### src/hdl/tmr_pkg.sv
// Constants, types and register map of the 8-bit timer slice.
// Assumes a classic Wishbone master and a 125 MHz system clock.
package tmr_pkg;
  // Register byte offsets.
  localparam logic [7:0] OFS_TMR0_CTRL = 8'h00;
  localparam logic [7:0] OFS_TMR0 = 8'h04;
  localparam logic [7:0] OFS_TMR1_CTRL = 8'h08;
  localparam logic [7:0] OFS_TMR1 = 8'h0C;
  localparam logic [7:0] OFS_SYS_CTRL = 8'h10;
  localparam logic [7:0] OFS_INT_CTRL = 8'h14;
  localparam logic [7:0] OFS_PORT = 8'h18;
  // Control register fields.
  localparam int CTL_MODE_LSB = 6;
  localparam int CTL_SRC = 5;
  localparam int CTL_RUN = 4;
  localparam int CTL_EDGE = 3;
  localparam int CTL_PSC_LSB = 0;
  localparam logic [7:0] CTL_RST = 8'h08;
  localparam logic [7:0] CTL1_MASK = 8'hF8;
  // System control fields.
  localparam int SYS_PFD_EN = 0;
  localparam int SYS_SRC = 1;
  // Interrupt control fields.
  localparam int INT_EN_LSB = 0;
  localparam int INT_FLAG_LSB = 4;
  // Port register fields.
  localparam int PRT_DIR_LSB = 0;
  localparam int PRT_DAT_LSB = 2;
  localparam int PRT_PULL_LSB = 4;
  localparam int PRT_PIN_LSB = 8;
  localparam logic [1:0] DIR_RST = 2'h3;
  localparam logic [7:0] CNT_MAX = 8'hFF;
  localparam int PSC_W = 7;

  typedef enum logic [1:0] {
    MODE_NONE = 2'b00,
    MODE_EVENT = 2'b01,
    MODE_TIMER = 2'b10,
    MODE_CAPTURE = 2'b11
  } tmr_mode_e;

  // Main block state.
  typedef struct packed {
    logic [1:0][7:0] ctrl;
    logic [1:0][7:0] cnt;
    logic [1:0][7:0] pre;
    logic [1:0] cap;
    logic [1:0] flag;
    logic [1:0] ien;
    logic [1:0] ovf;
    logic pfd_en;
    logic src;
    logic [1:0] dir_in;
    logic [1:0] odat;
    logic [1:0] pull;
    logic freq_divider_out;
    logic ack;
    logic [31:0] dat;
    logic wake;
  } tmr_state_s;

  typedef struct packed {
    logic [PSC_W-1:0] cnt;
    logic tick;
  } tmr_psc_s;

  typedef struct packed {
    logic [2:0] sh;
  } tmr_sync_s;
endpackage : tmr_pkg

### src/hdl/tmr_sync_edge.sv
// Two-stage synchroniser with rise and fall detection for one pin.
// Assumes the pin is asynchronous to i_clk.
`timescale 1ns/1ps
`default_nettype none
module tmr_sync_edge (
  // Clock and reset.
  input wire logic i_clk,
  input wire logic i_rst,
  // Pin and edges.
  input wire logic i_pin,
  output logic o_rise,
  output logic o_fall
);
  tmr_pkg::tmr_sync_s st;
  tmr_pkg::tmr_sync_s nxt;

  // Stage 0 feeds only stage 1; edges compare stages 1 and 2.
  always_comb
  begin
    nxt = st;
    nxt.sh = {st.sh[1:0], i_pin};
  end

  // Registers the shift chain.
  always_ff @(posedge i_clk or posedge i_rst)
  begin
    if (i_rst)
      st <= '0;
    else
      st <= nxt;
  end

  // Edges seen in the clock the second stage takes the new level.
  assign o_rise = st.sh[1] & ~st.sh[2];
  assign o_fall = ~st.sh[1] & st.sh[2];
endmodule : tmr_sync_edge
`default_nettype wire

### src/hdl/tmr_prescaler.sv
// Power-of-two prescaler giving a one-cycle tick.
// Assumes i_tick is a one-cycle source pulse or held high.
`timescale 1ns/1ps
`default_nettype none
module tmr_prescaler #(
  parameter int W = 7
) (
  // Clock and reset.
  input wire logic i_clk,
  input wire logic i_rst,
  // Source tick and ratio.
  input wire logic i_tick,
  input wire logic [2:0] i_sel,
  output logic o_tick
);
  tmr_pkg::tmr_psc_s st;
  tmr_pkg::tmr_psc_s nxt;
  logic [W-1:0] mask;

  // Ratio 2**sel; code 0 passes every source tick.
  always_comb
  begin
    mask = W'((8'h01 << i_sel) - 8'h01);
    nxt = st;
    nxt.tick = 1'b0;
    if (i_tick)
    begin
      nxt.cnt = st.cnt + W'(1);
      nxt.tick = (st.cnt & mask) == mask;
    end
  end

  // Registers the divider.
  always_ff @(posedge i_clk or posedge i_rst)
  begin
    if (i_rst)
      st <= '0;
    else
      st <= nxt;
  end

  assign o_tick = st.tick;
endmodule : tmr_prescaler
`default_nettype wire

### src/hdl/tmr_top.sv
// Two 8-bit timer/event counters with capture and frequency divider.
// Assumes a classic Wishbone master and a core that reports halt.
`timescale 1ns/1ps
`default_nettype none
module tmr_top (
  // Clock and reset.
  input wire logic i_clk,
  input wire logic i_rst,
  // Wishbone slave.
  input wire logic i_wb_cyc,
  input wire logic i_wb_stb,
  input wire logic i_wb_we,
  input wire logic [31:0] i_wb_adr,
  input wire logic [3:0] i_wb_sel,
  input wire logic [31:0] i_wb_dat,
  output logic [31:0] o_wb_dat,
  output logic o_wb_ack,
  // Count pins, one per timer, and slow clock tick.
  input wire logic [1:0] i_count_pin,
  input wire logic i_slow_tick,
  output logic [1:0] o_count_pullup,
  // Divider pins: port_a_bit_three is 0, port_b_bit_four is 1.
  input wire logic [1:0] i_pfd_pin,
  output logic [1:0] o_pfd_pin,
  output logic [1:0] o_pfd_pin_oe,
  // Core side.
  input wire logic i_halted,
  output logic [1:0] o_irq_req,
  output logic o_wake
);
  tmr_pkg::tmr_state_s st;
  tmr_pkg::tmr_state_s nxt;
  logic [1:0] rise;
  logic [1:0] fall;
  logic [1:0] tick;
  logic [1:0] start_e;
  logic [1:0] stop_e;
  logic [1:0] evt_e;
  logic [1:0] inhibit;
  logic [1:0] step;
  logic [1:0] run;
  logic req;
  logic wr;
  logic psc_src;
  logic psc_tick;
  logic [7:0] a;
  logic [31:0] rdata;
  tmr_pkg::tmr_mode_e mode [2];

  // Both count pins are synchronised before anything sees them.
  for (genvar g = 0; g < 2; g++)
  begin : g_sync
    tmr_sync_edge u_sync (
      .i_clk(i_clk),
      .i_rst(i_rst),
      .i_pin(i_count_pin[g]),
      .o_rise(rise[g]),
      .o_fall(fall[g])
    );
  end

  // Only timer 0 has a prescaler.
  assign psc_src = st.ctrl[0][tmr_pkg::CTL_SRC] ? i_slow_tick : 1'b1;
  tmr_prescaler #(
    .W(tmr_pkg::PSC_W)
  ) u_psc (
    .i_clk(i_clk),
    .i_rst(i_rst),
    .i_tick(psc_src),
    .i_sel(st.ctrl[0][2:0]),
    .o_tick(psc_tick)
  );

  // Timer clocks and edge roles per channel.
  always_comb
  begin
    a = i_wb_adr[7:0];
    req = i_wb_cyc & i_wb_stb;
    wr = req & i_wb_we & st.ack;
    tick[0] = psc_tick;
    tick[1] = st.ctrl[1][tmr_pkg::CTL_SRC] ? i_slow_tick : 1'b1;
    for (int i = 0; i < 2; i++)
    begin
      mode[i] = tmr_pkg::tmr_mode_e'(st.ctrl[i][7:6]);
      run[i] = st.ctrl[i][tmr_pkg::CTL_RUN];
      // edge_sel 0 opens on fall and closes on rise.
      start_e[i] = st.ctrl[i][tmr_pkg::CTL_EDGE] ? rise[i] : fall[i];
      stop_e[i] = st.ctrl[i][tmr_pkg::CTL_EDGE] ? fall[i] : rise[i];
      evt_e[i] = st.ctrl[i][tmr_pkg::CTL_EDGE] ? fall[i] : rise[i];
    end
    // Reading the count or writing preload freezes that counter.
    inhibit[0] = req & (a == tmr_pkg::OFS_TMR0);
    inhibit[1] = req & (a == tmr_pkg::OFS_TMR1);
  end

  // Read mux; unmapped words read as zero.
  always_comb
  begin
    rdata = '0;
    case (a)
      tmr_pkg::OFS_TMR0_CTRL: rdata[7:0] = st.ctrl[0];
      tmr_pkg::OFS_TMR0: rdata[7:0] = st.cnt[0];
      tmr_pkg::OFS_TMR1_CTRL: rdata[7:0] = st.ctrl[1];
      tmr_pkg::OFS_TMR1: rdata[7:0] = st.cnt[1];
      tmr_pkg::OFS_SYS_CTRL: rdata[1:0] = {st.src, st.pfd_en};
      tmr_pkg::OFS_INT_CTRL:
      begin
        rdata[5:4] = st.flag;
        rdata[1:0] = st.ien;
      end
      tmr_pkg::OFS_PORT:
      begin
        rdata[9:8] = i_pfd_pin;
        rdata[5:0] = {st.pull, st.odat, st.dir_in};
      end
      default: rdata = '0;
    endcase
  end

  // Counting, capture, overflow, divider and register writes.
  always_comb
  begin
    nxt = st;
    nxt.ack = req & ~st.ack;
    nxt.ovf = '0;
    step = '0;
    if (req & ~st.ack)
      nxt.dat = rdata;
    for (int i = 0; i < 2; i++)
    begin
      if (!run[i])
        nxt.cap[i] = 1'b0;
      case (mode[i])
        tmr_pkg::MODE_TIMER: step[i] = run[i] & tick[i];
        tmr_pkg::MODE_EVENT: step[i] = run[i] & evt_e[i];
        tmr_pkg::MODE_CAPTURE:
        begin
          // Idle capture waits for an edge; a stopped one sees none.
          if (run[i] & ~st.cap[i] & start_e[i])
            nxt.cap[i] = 1'b1;
          else if (run[i] & st.cap[i] & stop_e[i])
          begin
            nxt.cap[i] = 1'b0;
            nxt.ctrl[i][tmr_pkg::CTL_RUN] = 1'b0;
          end
          else
            step[i] = run[i] & st.cap[i] & tick[i];
        end
        tmr_pkg::MODE_NONE: step[i] = 1'b0;
        default: step[i] = 1'b0;
      endcase
      // Overflow reloads on the same step and keeps counting.
      if (step[i] & ~inhibit[i])
      begin
        if (st.cnt[i] == tmr_pkg::CNT_MAX)
        begin
          nxt.cnt[i] = st.pre[i];
          nxt.ovf[i] = 1'b1;
        end
        else
          nxt.cnt[i] = st.cnt[i] + 8'h01;
      end
    end
    // Selected overflow toggles the divider.
    if (nxt.ovf[st.src])
      nxt.freq_divider_out = ~st.freq_divider_out;
    // Software writes land on the acknowledging edge.
    if (wr)
    begin
      case (a)
        tmr_pkg::OFS_TMR0_CTRL: nxt.ctrl[0] = i_wb_dat[7:0];
        tmr_pkg::OFS_TMR1_CTRL:
          nxt.ctrl[1] = i_wb_dat[7:0] & tmr_pkg::CTL1_MASK;
        tmr_pkg::OFS_TMR0:
        begin
          nxt.pre[0] = i_wb_dat[7:0];
          if (!run[0])
            nxt.cnt[0] = i_wb_dat[7:0];
        end
        tmr_pkg::OFS_TMR1:
        begin
          nxt.pre[1] = i_wb_dat[7:0];
          if (!run[1])
            nxt.cnt[1] = i_wb_dat[7:0];
        end
        tmr_pkg::OFS_SYS_CTRL:
        begin
          nxt.pfd_en = i_wb_dat[tmr_pkg::SYS_PFD_EN];
          nxt.src = i_wb_dat[tmr_pkg::SYS_SRC];
        end
        tmr_pkg::OFS_INT_CTRL:
        begin
          nxt.ien = i_wb_dat[1:0];
          nxt.flag = i_wb_dat[5:4];
        end
        tmr_pkg::OFS_PORT:
        begin
          nxt.dir_in = i_wb_dat[1:0];
          nxt.odat = i_wb_dat[3:2];
          nxt.pull = i_wb_dat[5:4];
        end
        default: nxt.freq_divider_out = nxt.freq_divider_out;
      endcase
    end
    // A set from overflow wins over a software clear.
    nxt.flag = nxt.flag | nxt.ovf;
    // Wake only on overflows whose flag was still clear.
    nxt.wake = i_halted & |(nxt.ovf & ~st.flag);
  end

  // State register; the counters get a defined value though software
  // is expected to load them before starting.
  always_ff @(posedge i_clk or posedge i_rst)
  begin
    if (i_rst)
    begin
      st <= '0;
      st.ctrl <= {tmr_pkg::CTL_RST & tmr_pkg::CTL1_MASK, tmr_pkg::CTL_RST};
      st.dir_in <= tmr_pkg::DIR_RST;
    end
    else
      st <= nxt;
  end

  // Bus outputs.
  assign o_wb_dat = st.dat;
  assign o_wb_ack = st.ack;
  // Requests need the enable; a halted overflow on a clear flag wakes without it.
  assign o_irq_req = st.flag & st.ien;
  assign o_wake = st.wake;
  // Pull-high stays as software set it in every mode.
  assign o_count_pullup = st.pull;
  // An input pin is never driven; a data bit of zero holds it low.
  assign o_pfd_pin_oe = ~st.dir_in;
  assign o_pfd_pin = st.pfd_en ? (st.odat & {2{st.freq_divider_out}}) : st.odat;
endmodule : tmr_top
`default_nettype wire

### config.mk
export PLATFORM = sky130hd
export DESIGN_NAME = tmr_top
export DESIGN_NICKNAME = d
export VERILOG_FILES = /design/src/hdl/tmr_pkg.sv /design/src/hdl/tmr_sync_edge.sv /design/src/hdl/tmr_prescaler.sv /design/src/hdl/tmr_top.sv
export SDC_FILE = /design/constraint.sdc
export NUM_CORES = 1
export LEC_CHECK = 0
export ABC_AREA = 0
export BUFFER_PORTS_ARGS = -buffer_cell sky130_fd_sc_hd__buf_2
export CAP_MARGIN = 20
export CORE_ASPECT_RATIO = 1.5
export CORE_MARGIN = 5
export CORE_UTILIZATION = 50
export CTS_BUF_LIST = sky130_fd_sc_hd__clkbuf_2
export CTS_CLUSTER_DIAMETER = 80
export CTS_CLUSTER_SIZE = 8
export DETAILED_ROUTE_END_ITERATION = 7
export PLACE_DENSITY_LB_ADDON = 0.12
export SLEW_MARGIN = 15
export SYNTH_ARGS = -nofsm -noshare
export SYNTH_HDL_FRONTEND = slang
export SYNTH_SLANG_ARGS = --single-unit
### constraint.sdc
create_clock -name i_clk -period 3.04 [get_ports i_clk]
set_clock_uncertainty 0.1 [all_clocks]
set_input_delay 0.608 -clock i_clk [delete_from_list [all_inputs] [get_ports i_clk]]
set_output_delay 0.608 -clock i_clk [all_outputs]
set_load 0.05 [all_outputs]
# --- Word-level counts from Yosys, hierarchy flattened ---
# Index checks and enable logic that the tools add are counted.
# W data, S select, Z words.
totals:
  ram_bits: 0
  wordCells: 155
  out_inout_bits: 42
  latch_bits: 0
  reg_bits: 86
  mem_count: 0
  romBits: 0
op_classes:
  reduce_logical: 11
  n_lt_le_gt_ge: 1
  div: 0
  n_mux: 55
  addsub: 4
  bitwise: 44
  multipliers: 0
  n_shift: 1
  n_eq_ne: 15
op_table:
  columns: ["op", "n"]
  rows:
  - ["$mux W8", 11]
  - ["$mux W45", 1]
  - ["$mux W1", 32]
  - ["$and A1 B1 Y1", 27]
  - ["$eq A8 B5 Y1 const B", 3]
  - ["$pmux W2 S6", 2]
  - ["$add A8 B1 Y8 const B", 2]
  - ["$eq A8 B4 Y1 const B", 2]
  - ["$eq A8 B8 Y1 const B", 2]
  - ["$reduce_and A2 Y1", 7]
  - ["$not A1 Y1", 10]
  - ["$pmux W2 S5", 1]
  - ["$eq A2 B2 Y1 const B", 4]
  - ["$eq A8 B3 Y1 const B", 1]
  - ["$logic_not A8 Y1", 1]
  - ["$mux W4", 2]
  - ["$pmux W1 S4", 2]
  - ["$pmux W2 S4", 1]
  - ["$add A7 B1 Y7 const B", 1]
  - ["$and A7 B7 Y7", 1]
  - ["$eq A7 B7 Y1", 1]
  - ["$shl A1 B3 Y7 const A", 1]
  - ["$sub A7 B1 Y7 const B", 1]
  - ["$and A2 B2 Y2", 3]
  - ["8 further kinds", 12]

# --- Logic depth before layout (Yosys ltp) ---
# Gate-level depths: netlist of the first run.
logic_depth:
  word_depth: 12
  ltp_mapped: 10
  ltp_nobuf: 9

# --- By module ---
# From an unflattened synthesis of the first run, not the netlist that was laid out.
hier_totals:
  hier_cells: 452
  area_unflattened_um2: 4775.8
by_module_without_submodules:
  columns: ["mod", "area_per_inst_um2", "cells_each", "n_inst"]
  rows:
  - ["tmr_top", 4214.0, 406, 1]
  - ["tmr_prescaler", 374.1, 34, 1]
  - ["tmr_sync_edge", 93.8, 6, 2]

# --- Least setup slack after synthesis of the first run ---
# Ideal clock, no wire load.
synth_timing:
  path_type: "in2reg"
  startpoint: "input i_slow_tick"
  endpoint: "register st[76] in the netlist's numbering"
  slack_ns: 0.838
  required_time_ns: 2.814
  cell_stages: 6
  setup_time_ns: 0.126
  arrival_time_ns: 1.976
  n_path_buf: 1
  path_cell_list: "and2b_2 > a21boi_4 > a2111oi_2 > a21oi_2 > buf_6 > a221o_1"
synth_lines:
  columns: ["item", "line", "source"]
  rows:
  - ["start: declaration", "tmr_top.sv:20", "input wire logic i_slow_tick,"]
  - ["end signal: assignment", "tmr_top.sv:222", "st <= nxt;"]
  - ["end: declaration", "tmr_top.sv:31", "tmr_pkg::tmr_state_s st;"]

==> results of run 1 <==
[logic make-up after synthesis]
| group | after synthesis |
|---|---|
| adders and majority gates | 8 |
| xor gates and xnor gates | 9 |
| other | 1 |
| buffers and inverters | 72 |
| AOI/OAI and AO/OA | 102 |
| and+or+nand+nor | 162 |
| DFF | 86 |
| muxes | 54 |
[critical path, cell delays in order (launching register included)]
cell,delay (ns)
dfrtp_1,0.46
inv_1,0.06
ha_1,0.36
nand4_2,0.17
nor2_1,0.15
a32oi_1,0.21
a21oi_2,0.79
nor3b_1,0.31
o21a_1,0.21
[sequential cells by signal, summed over array words and instances (netlist names)]
| register | flops |
|---|---|
| st | 52 |
| o_wb_dat | 10 |
| u_psc.st | 7 |
| g_sync.u_sync.st | 6 |
| mode | 4 |
| o_count_pullup | 2 |
| run | 2 |
| o_wake | 1 |
| o_wb_ack | 1 |
| u_psc.o_tick | 1 |
[synthesized netlist by cell type (8+ instances only)]
library cell | instances | area (sq um)
o21ai_0 | 28 | 140
nor2_1 | 20 | 75.1
nand2_1 | 54 | 203
clkbuf_1 | 9 | 33.8
mux2_2 | 42 | 473
mux2i_1 | 9 | 90.1
a21oi_1 | 13 | 65.1
buf_2 | 9 | 45.0
buf_4 | 35 | 263
dfrtp_1 | 82 | 2050
nand3_1 | 20 | 100
nor3_1 | 10 | 50.1
ha_1 | 8 | 100
nand4_1 | 8 | 50.1
inv_1 | 17 | 63.8
[path summary, 6_finish.rpt]
path | end | slack (ns) | cells after the start
hold reg to reg | g_sync[1].u_sync.st[1]$_DFF_PP0_ | 0.28 | 0
max in group asynchronous | u_psc.st[4]$_DFFE_PP0P_ | 1.82 | 4
min in group asynchronous | st[50]$_DFF_PP0_ | 0.32 | 3
setup / recovery | o_wake$_DFF_PP0_ | 0.17 | 8
hold / removal | g_sync[1].u_sync.st[0]$_DFF_PP0_ | 0.03 | 1
setup reg to reg | o_wake$_DFF_PP0_ | 0.17 | 8
[where the power goes]
| part | switching [mW] | internal, mW | total, mW |
|---|---|---|---|
| registers | 0.0569 | 1.20 | 1.25 |
| logic | 0.175 | 0.0862 | 0.261 |
| clock network | 0.388 | 0.106 | 0.494 |
| total | 0.620 | 1.39 | 2.01 |
[cell type report]
cell class                      count  share of cell area (%)
Timing Repair Buffer               61                    6.78
Inverter                           17                    1.22
Tap cell                          115                    2.71
Sequential cell                    86                    40.6
Multi-Input combinational cell    357                    47.1
Clock inverter                      5                   0.494
Antenna cell                        1                  0.0471
Clock buffer                       11                    1.04
[metrics by stage]
stage	hold slack, ns	setup WS, ns	area, sq um	util, %
finish	0.0335	0.172	5320	54.5
CTS	0.0128	0.158	5300	54.4
global placement	0.234	0.196	5210	53.5
floorplan	0.231	0.117	5080	-
detailed placement	0.241	0.189	5210	53.5
global route	0.0237	0.0601	5320	54.5
[timing repair]
| item | in CTS | in global routing |
|---|---|---|
| hold buffers | 1 | 1 |
| endpoints found under the setup margin | 0 | 0 |
| endpoints found under the hold margin | 7 | 1 |
[per-layer routing]
layer | global-route usage (%) | vias to the layer above
met5 | 0 | -
met4 | 10.6 | 0
met3 | 2.61 | 32
met2 | 36.2 | 139
met1 | 25.4 | 1927
li1 | - | 1813
==> out/qor_table.md, run 1 <==
| Item | This run |
|:---|:---|
| Multi-input logic area | 2500 sq um |
| Largest fanout on the critical path | 17 |
| Number of detailed-routing iterations run before antenna repair | 5 |
| Htree depth | 3 |
| Post-synthesis xor/xnor area fraction | 1.58% |
| Hold violation count in the final report | 0 |
| Fraction of final layout cells sized beyond drive strength 1 | 26.4% |
| Wire length per cell | 19.0 microns |
| Path type of the worst setup path | reg -> reg |
| Antenna violations before repair | 1 |
| P_leak | 2.47 nW |
| TritonCTS clock tree | done |
| Post-synth EDFFs | 0 |
| Floorplan die area | 12100 sq um |
| Syn Area/Cell | 10.1 sq um |
| Portion of the post-synthesis area used by sequential elements | 43.1% |
| Die Ht | 133 microns |
| Routability-driven placement congestion ratio | 0.891 |
| Highest ir drop seen on vdd | 0.273 mV |
| Minimum clock period after layout | 2.87 ns |
| Clock root buffer master | clkbuf_2 |
| WL met2 | 6.37 mm |
| HP Class | in -> reg |
| Dominant combinational cell family by area after synthesis | simple AND/OR/NAND/NOR gates |
| Maximum number of pins on one net before global-route repair | 45 |
| Die X-Extent | 91.7 microns |
| Synthesized cell area | 5000 sq um |
| Count of pins on the block boundary | 121 |
| Clock slew seen by the registers of the worst setup and hold paths | 0.22 ns |
| WL met1 | 4.96 mm |
| Register bit total from synthesis | 86 |
| Via count | 3911 |
| Number of clock sinks | 86 |
| Unrepaired setup endpoints after global routing | no |
| Post-synthesis share of cell area spent on full adders, half adders and majority gates | 2.00% |
| Rows | 44 |
| Commonest cells after routing, fill and taps aside | 82 x dfrtp_1, 54 x nand2_1, 46 x buf_2, 42 x mux2_2, 28 x o21ai_0 |
| Most frequent standard cell in the layout excluding fill and tap cells | dfrtp_1 |
| Actual slew at the worst max-slew pin | 0.932 ns |
| Synth Instances | 494 |
| Setup TNS after final layout | 0 ns |
| Element type at the critical path start | flip-flop |
| First-pass GRT wire length | 20.1 mm |
| Max Slew Vio Count | 0 |
| Starting DRT DRC Count | 274 |
| Port Buffer Count | 46 |
| Clock buffer depth | 2 |
| Layout fillers | 903 |
| Overflow left after global routing | 0 |
| Synth unique cells | 72 |
| Final setup violating endpoints | 0 |
| CP Data Arrival Time | 3.28 ns |
| Post-CTS setup buffers | 0 |
| Core area | 9740 sq um |
| Area fraction in compound gates after synthesis | 14.8% |
| Number of global-route vias before repair | 3781 |
| Remaining number of nets flagged by the antenna check after routing | 0 |
| Insertion delay to the later sink of the worst-skew pair | 0.56 ns |
| Result of the run | finished clean |
| Quantity of gates resized following cts | 0 |
| HPWL after detailed placement | 9.23 mm |
| Overall routing resource usage | 21.0% |
| Starting Density | 51.3% |
| Post-route non-filler standard cell count | 653 |
| Number of DRC violations after detailed routing | 0 |
| Total chip power | 2.01 mW |
| Main flop type after synthesis | dfrtp_1 |
| Maximum Capacitance Violations | 0 |
| Critical Path Sink Type | flip-flop |
| Share of synthesized area spent on multiplexers | 12.6% |
| Placed instance count | 634 |
| Final clock period utilization by the worst path | 94.4% |
| Synthesis-to-layout area growth | 6.23% |
| Synth async-reset ratio | 100% |
| Fmax | 349 MHz |
| Layout Nets | 619 |
| Origin of the worst min-delay path | i_count_pin[1] |
| Areal power density over the cells | 378 nW/um^2 |
| Worst slew margin relative to its limit | 37.9% |
| Simple-gate area share of the yosys netlist | 17.5% |
| Clock buffer count from CTS | 9 |
| Routed wire length | 12.4 mm |
| Reg-to-Reg Start | mode[1]$_DFFE_PP0P_ |
| Length of routed met3 wiring | 642 microns |
| Detail-routed via count per cell | 5.99 |
| Data required time at the worst endpoint | 3.45 ns |
| Yosys warning count | 0 |
| Origin of the worst setup path | mode[1]$_DFFE_PP0P_ |
| Combined flip-flop and latch cell area | 2160 sq um |
| Uppermost signal routing layer after detailed routing | met4 |
(Power assumes the default switching activity.)
==> run 2, diff against run 1 <==
--- a/config.mk
+++ b/config.mk
@@ -10,7 +10,7 @@
 export CAP_MARGIN = 20
 export CORE_ASPECT_RATIO = 1.5
 export CORE_MARGIN = 5
-export CORE_UTILIZATION = 50
+export CORE_UTILIZATION = 48
 export CTS_BUF_LIST = sky130_fd_sc_hd__clkbuf_2
 export CTS_CLUSTER_DIAMETER = 80
 export CTS_CLUSTER_SIZE = 8
==> run 2 against run 1 <==
First-iteration DRC count shrank 16%; global-route usage shrank 0.51 points; worst hold slack gained 0.12 ns; non-clock buffer count shrank 1; largest power group unchanged; wire length grew 0.47%; total power grew 8.8%; highest routed layer unchanged; sequential cell count is the same.
==> out/qor_table.md, run 2 (synthesis gave the netlist of run 1 again) <==
| Item | This run | vs previous |
|:---|:---|:---|
| Clock buffer count from CTS | 9 | unchanged |
| Overflow left after global routing | 0 | unchanged |
| Setup slack of the most critical reg-to-reg path | 0.58 ns | was 0.17 ns |
| First-pass GRT wire length | 19.9 mm | was 20.1 mm |
| Data required time at the worst endpoint | 3.43 ns | was 3.45 ns |
| Via count | 3801 | was 3911 |
| Starting Density | 49.1% | was 51.3% |
| Antenna violations before repair | 0 | was 1 |
| Number of buffers and inverters on the critical path | 2 | was 1 |
| Clock slew seen by the registers of the worst setup and hold paths | 0.22 ns | about the same |
| Number of flip-flops under the largest register name | 52 | unchanged |
| Unrepaired setup endpoints after global routing | no | unchanged |
| Setup TNS after final layout | 0 ns | unchanged |
| Worst path slowest cell | a2111oi_2 | was a21oi_2 |
| Number of global-route vias before repair | 3665 | was 3781 |
| Highest ir drop seen on vdd | 0.315 mV | was 0.273 mV |
| Layout fillers | 937 | was 903 |
| Count of pins on the block boundary | 121 | unchanged |
| Largest Register | st | unchanged |
| Worst slew margin relative to its limit | 51.4% | was 37.9% |
| Remaining number of nets flagged by the antenna check after routing | 0 | unchanged |
| Clock root buffer master | clkbuf_2 | unchanged |
| Worst-case hold slack | 0.153 ns | was 0.0335 ns |
| Reg-to-Reg Start | mode[1]$_DFFE_PP0P_ | unchanged |
| Critical Path Sink Type | flip-flop | unchanged |
| Number of clock sinks | 86 | unchanged |
| Fmax | 407 MHz | was 349 MHz |
| Starting DRT DRC Count | 230 | was 274 |
| Maximum Capacitance Violations | 0 | unchanged |
| Htree depth | 3 | unchanged |
| Endpoint with the worst hold slack | o_wb_dat[9]$_DFFE_PP0P_ | was g_sync[1].u_sync.st[0]$_DFF_PP0_ |
| CP Data Arrival Time | 2.85 ns | was 3.28 ns |
| Path type of the worst setup path | reg -> reg | unchanged |
| Result of the run | finished clean | unchanged |
| Insertion delay to the later sink of the worst-skew pair | 0.56 ns | about the same |
| Biggest cell delay along the critical path | 0.50 ns | was 0.79 ns |
| Reg-to-reg endpoint | st[81]$_DFF_PP0_ | was o_wake$_DFF_PP0_ |
| HP Class | in -> reg | unchanged |
| Number of DRC violations after detailed routing | 0 | unchanged |
| Core area | 10200 sq um | was 9740 sq um |
| Commonest cells after routing, fill and taps aside | 82 x dfrtp_1, 54 x nand2_1, 46 x buf_2, 42 x mux2_2, 28 x o21ai_0 | unchanged |
| Quantity of gates resized following cts | 0 | unchanged |
| Port Buffer Count | 46 | unchanged |
| TritonCTS clock tree | done | unchanged |
| Die Ht | 135 microns | was 133 microns |
| Actual slew at the worst max-slew pin | 0.724 ns | was 0.932 ns |
| Final clock period utilization by the worst path | 80.8% | was 94.4% |
| Cell depth of the worst flop-to-flop path | 9 | was 8 |
| Areal power density over the cells | 406 nW/um^2 | was 378 nW/um^2 |
| Fraction of final layout cells sized beyond drive strength 1 | 26.5% | was 26.4% |
| Rows | 45 | was 44 |
| Overall routing resource usage | 20.5% | was 21.0% |
| Number of detailed-routing iterations run before antenna repair | 5 | unchanged |
| Chain of cells forming the critical path | inv_1 -> ha_1 -> nor2b_4 -> a21boi_4 -> a2111oi_2 -> a21oi_2 -> buf_4 -> and4_1 -> o31ai_2 | was inv_1 -> ha_1 -> nand4_2 -> nor2_1 -> a32oi_1 -> a21oi_2 -> nor3b_1 -> o21a_1 |
| Largest delay contributor family on the critical path | compound AO/OA/AOI/OAI gates | unchanged |
| HPWL after detailed placement | 9.43 mm | was 9.23 mm |
| Final setup violating endpoints | 0 | unchanged |
| Largest fanout on the critical path | 16 | was 17 |
| Floorplan die area | 12600 sq um | was 12100 sq um |
| Die X-Extent | 93.4 microns | was 91.7 microns |
| Hold violation count in the final report | 0 | unchanged |
| Detail-routed via count per cell | 5.61 | was 5.99 |
| P_leak | 2.49 nW | was 2.47 nW |
| Element type at the critical path start | flip-flop | unchanged |
| Max Slew Vio Count | 0 | unchanged |
| Layout Nets | 618 | was 619 |
| Synthesis-to-layout area growth | 7.68% | was 6.23% |
| Routed wire length | 12.5 mm | was 12.4 mm |
| Wire length per cell | 18.4 microns | was 19.0 microns |
| Clock buffer depth | 2 | unchanged |
| WHS Path Cells | 3 | was 1 |
| Maximum number of pins on one net before global-route repair | 47 | was 45 |
| Routability-driven placement congestion ratio | 0.922 | was 0.891 |
| Most frequent standard cell in the layout excluding fill and tap cells | dfrtp_1 | unchanged |
| Minimum clock period after layout | 2.46 ns | was 2.87 ns |
| Antenna Cells | 0 | was 1 |
| Origin of the worst min-delay path | i_pfd_pin[1] | was i_count_pin[1] |
-- run 2: changes by cell type in the layout (fill, tap and decap cells not counted) --
cell	change
bufinv_16	+2
clkinv_2	+2
dlygate4sd3_1	+1
clkinv_1	-2
buf_4	-2
diode_2	-1
clkinvlp_4	-2
-- run 2: repair_timing --
item / in CTS / in global routing
setup buffers: 0 / 0
hold buffers: 1 / 2
hold endpoints to repair: 6 / 2
-- run 2: how the worst max path moves through the flow --
stage / start / endpoint / slack (ns) / cells past startpoint
6_report: mode[1]$_DFFE_PP0P_ / st[81]$_DFF_PP0_ / 0.58 / 9
5_1_grt: mode[3]$_DFFE_PP0P_ / st[71]$_DFF_PP0_ / 0.42 / 8
4_1_cts: mode[0]$_DFFE_PP0P_ / st[81]$_DFF_PP0_ / 0.57 / 8
3_5_place_dp: i_slow_tick / st[81]$_DFF_PP0_ / 0.49 / 8
3_3_place_gp: i_slow_tick / st[81]$_DFF_PP0_ / 0.52 / 8
2_1_floorplan: i_rst / g_sync[0].u_sync.st[0]$_DFF_PP0_ / 0.12 / 1
-- run 2: worst reg2reg max path, delay by kind of cell (launching register included) --
kind	cells	cell delay, ns
AOI/OAI and AO/OA	4	0.97
adders and majority gates	1	0.35
buffers and inverters	2	0.28
DFF	1	0.44
and+or+nand+nor	2	0.28
-- run 2: layout make-up --
class	count	area, sq um	share of cell area [%]
clock buffer	11	55.1	1.02
clock inverter	5	73.8	1.37
inverter	17	65.1	1.21
multi-input combinational	357	2500	46.5
sequential	86	2160	40.0
tap	141	176	3.27
timing repair buffer	60	355	6.60
-- run 2: stage by stage --
stage          power [mW]  utilization (%)  area (sq um)  worst slack [ns]  cells
6_report             2.18             52.9          5390             0.583    677
2_1_floorplan        1.48                -          5080             0.117    515
3_5_place_dp         1.54             51.3          5230             0.493    658
3_3_place_gp         1.53             51.3          5230             0.524    658
4_1_cts              2.20             52.7          5370             0.567    675
5_1_grt              2.29             52.9          5390             0.419    677
-- run 2: layer usage --
layer  vias up  global-route usage (%)  wire [microns]
li1       1815                       -               -
met1      1880                    25.1            5220
met2        85                    35.5            6500
met3        21                    4.12             446
met4         0                    7.09             327
met5         -                       0               0
-- run 2: where the power goes --
| group | switching [mW] | internal, mW | total [mW] |
|---|---|---|---|
| Clock | 0.391 | 0.274 | 0.665 |
| Combinational | 0.179 | 0.0863 | 0.265 |
| Sequential | 0.0596 | 1.20 | 1.25 |
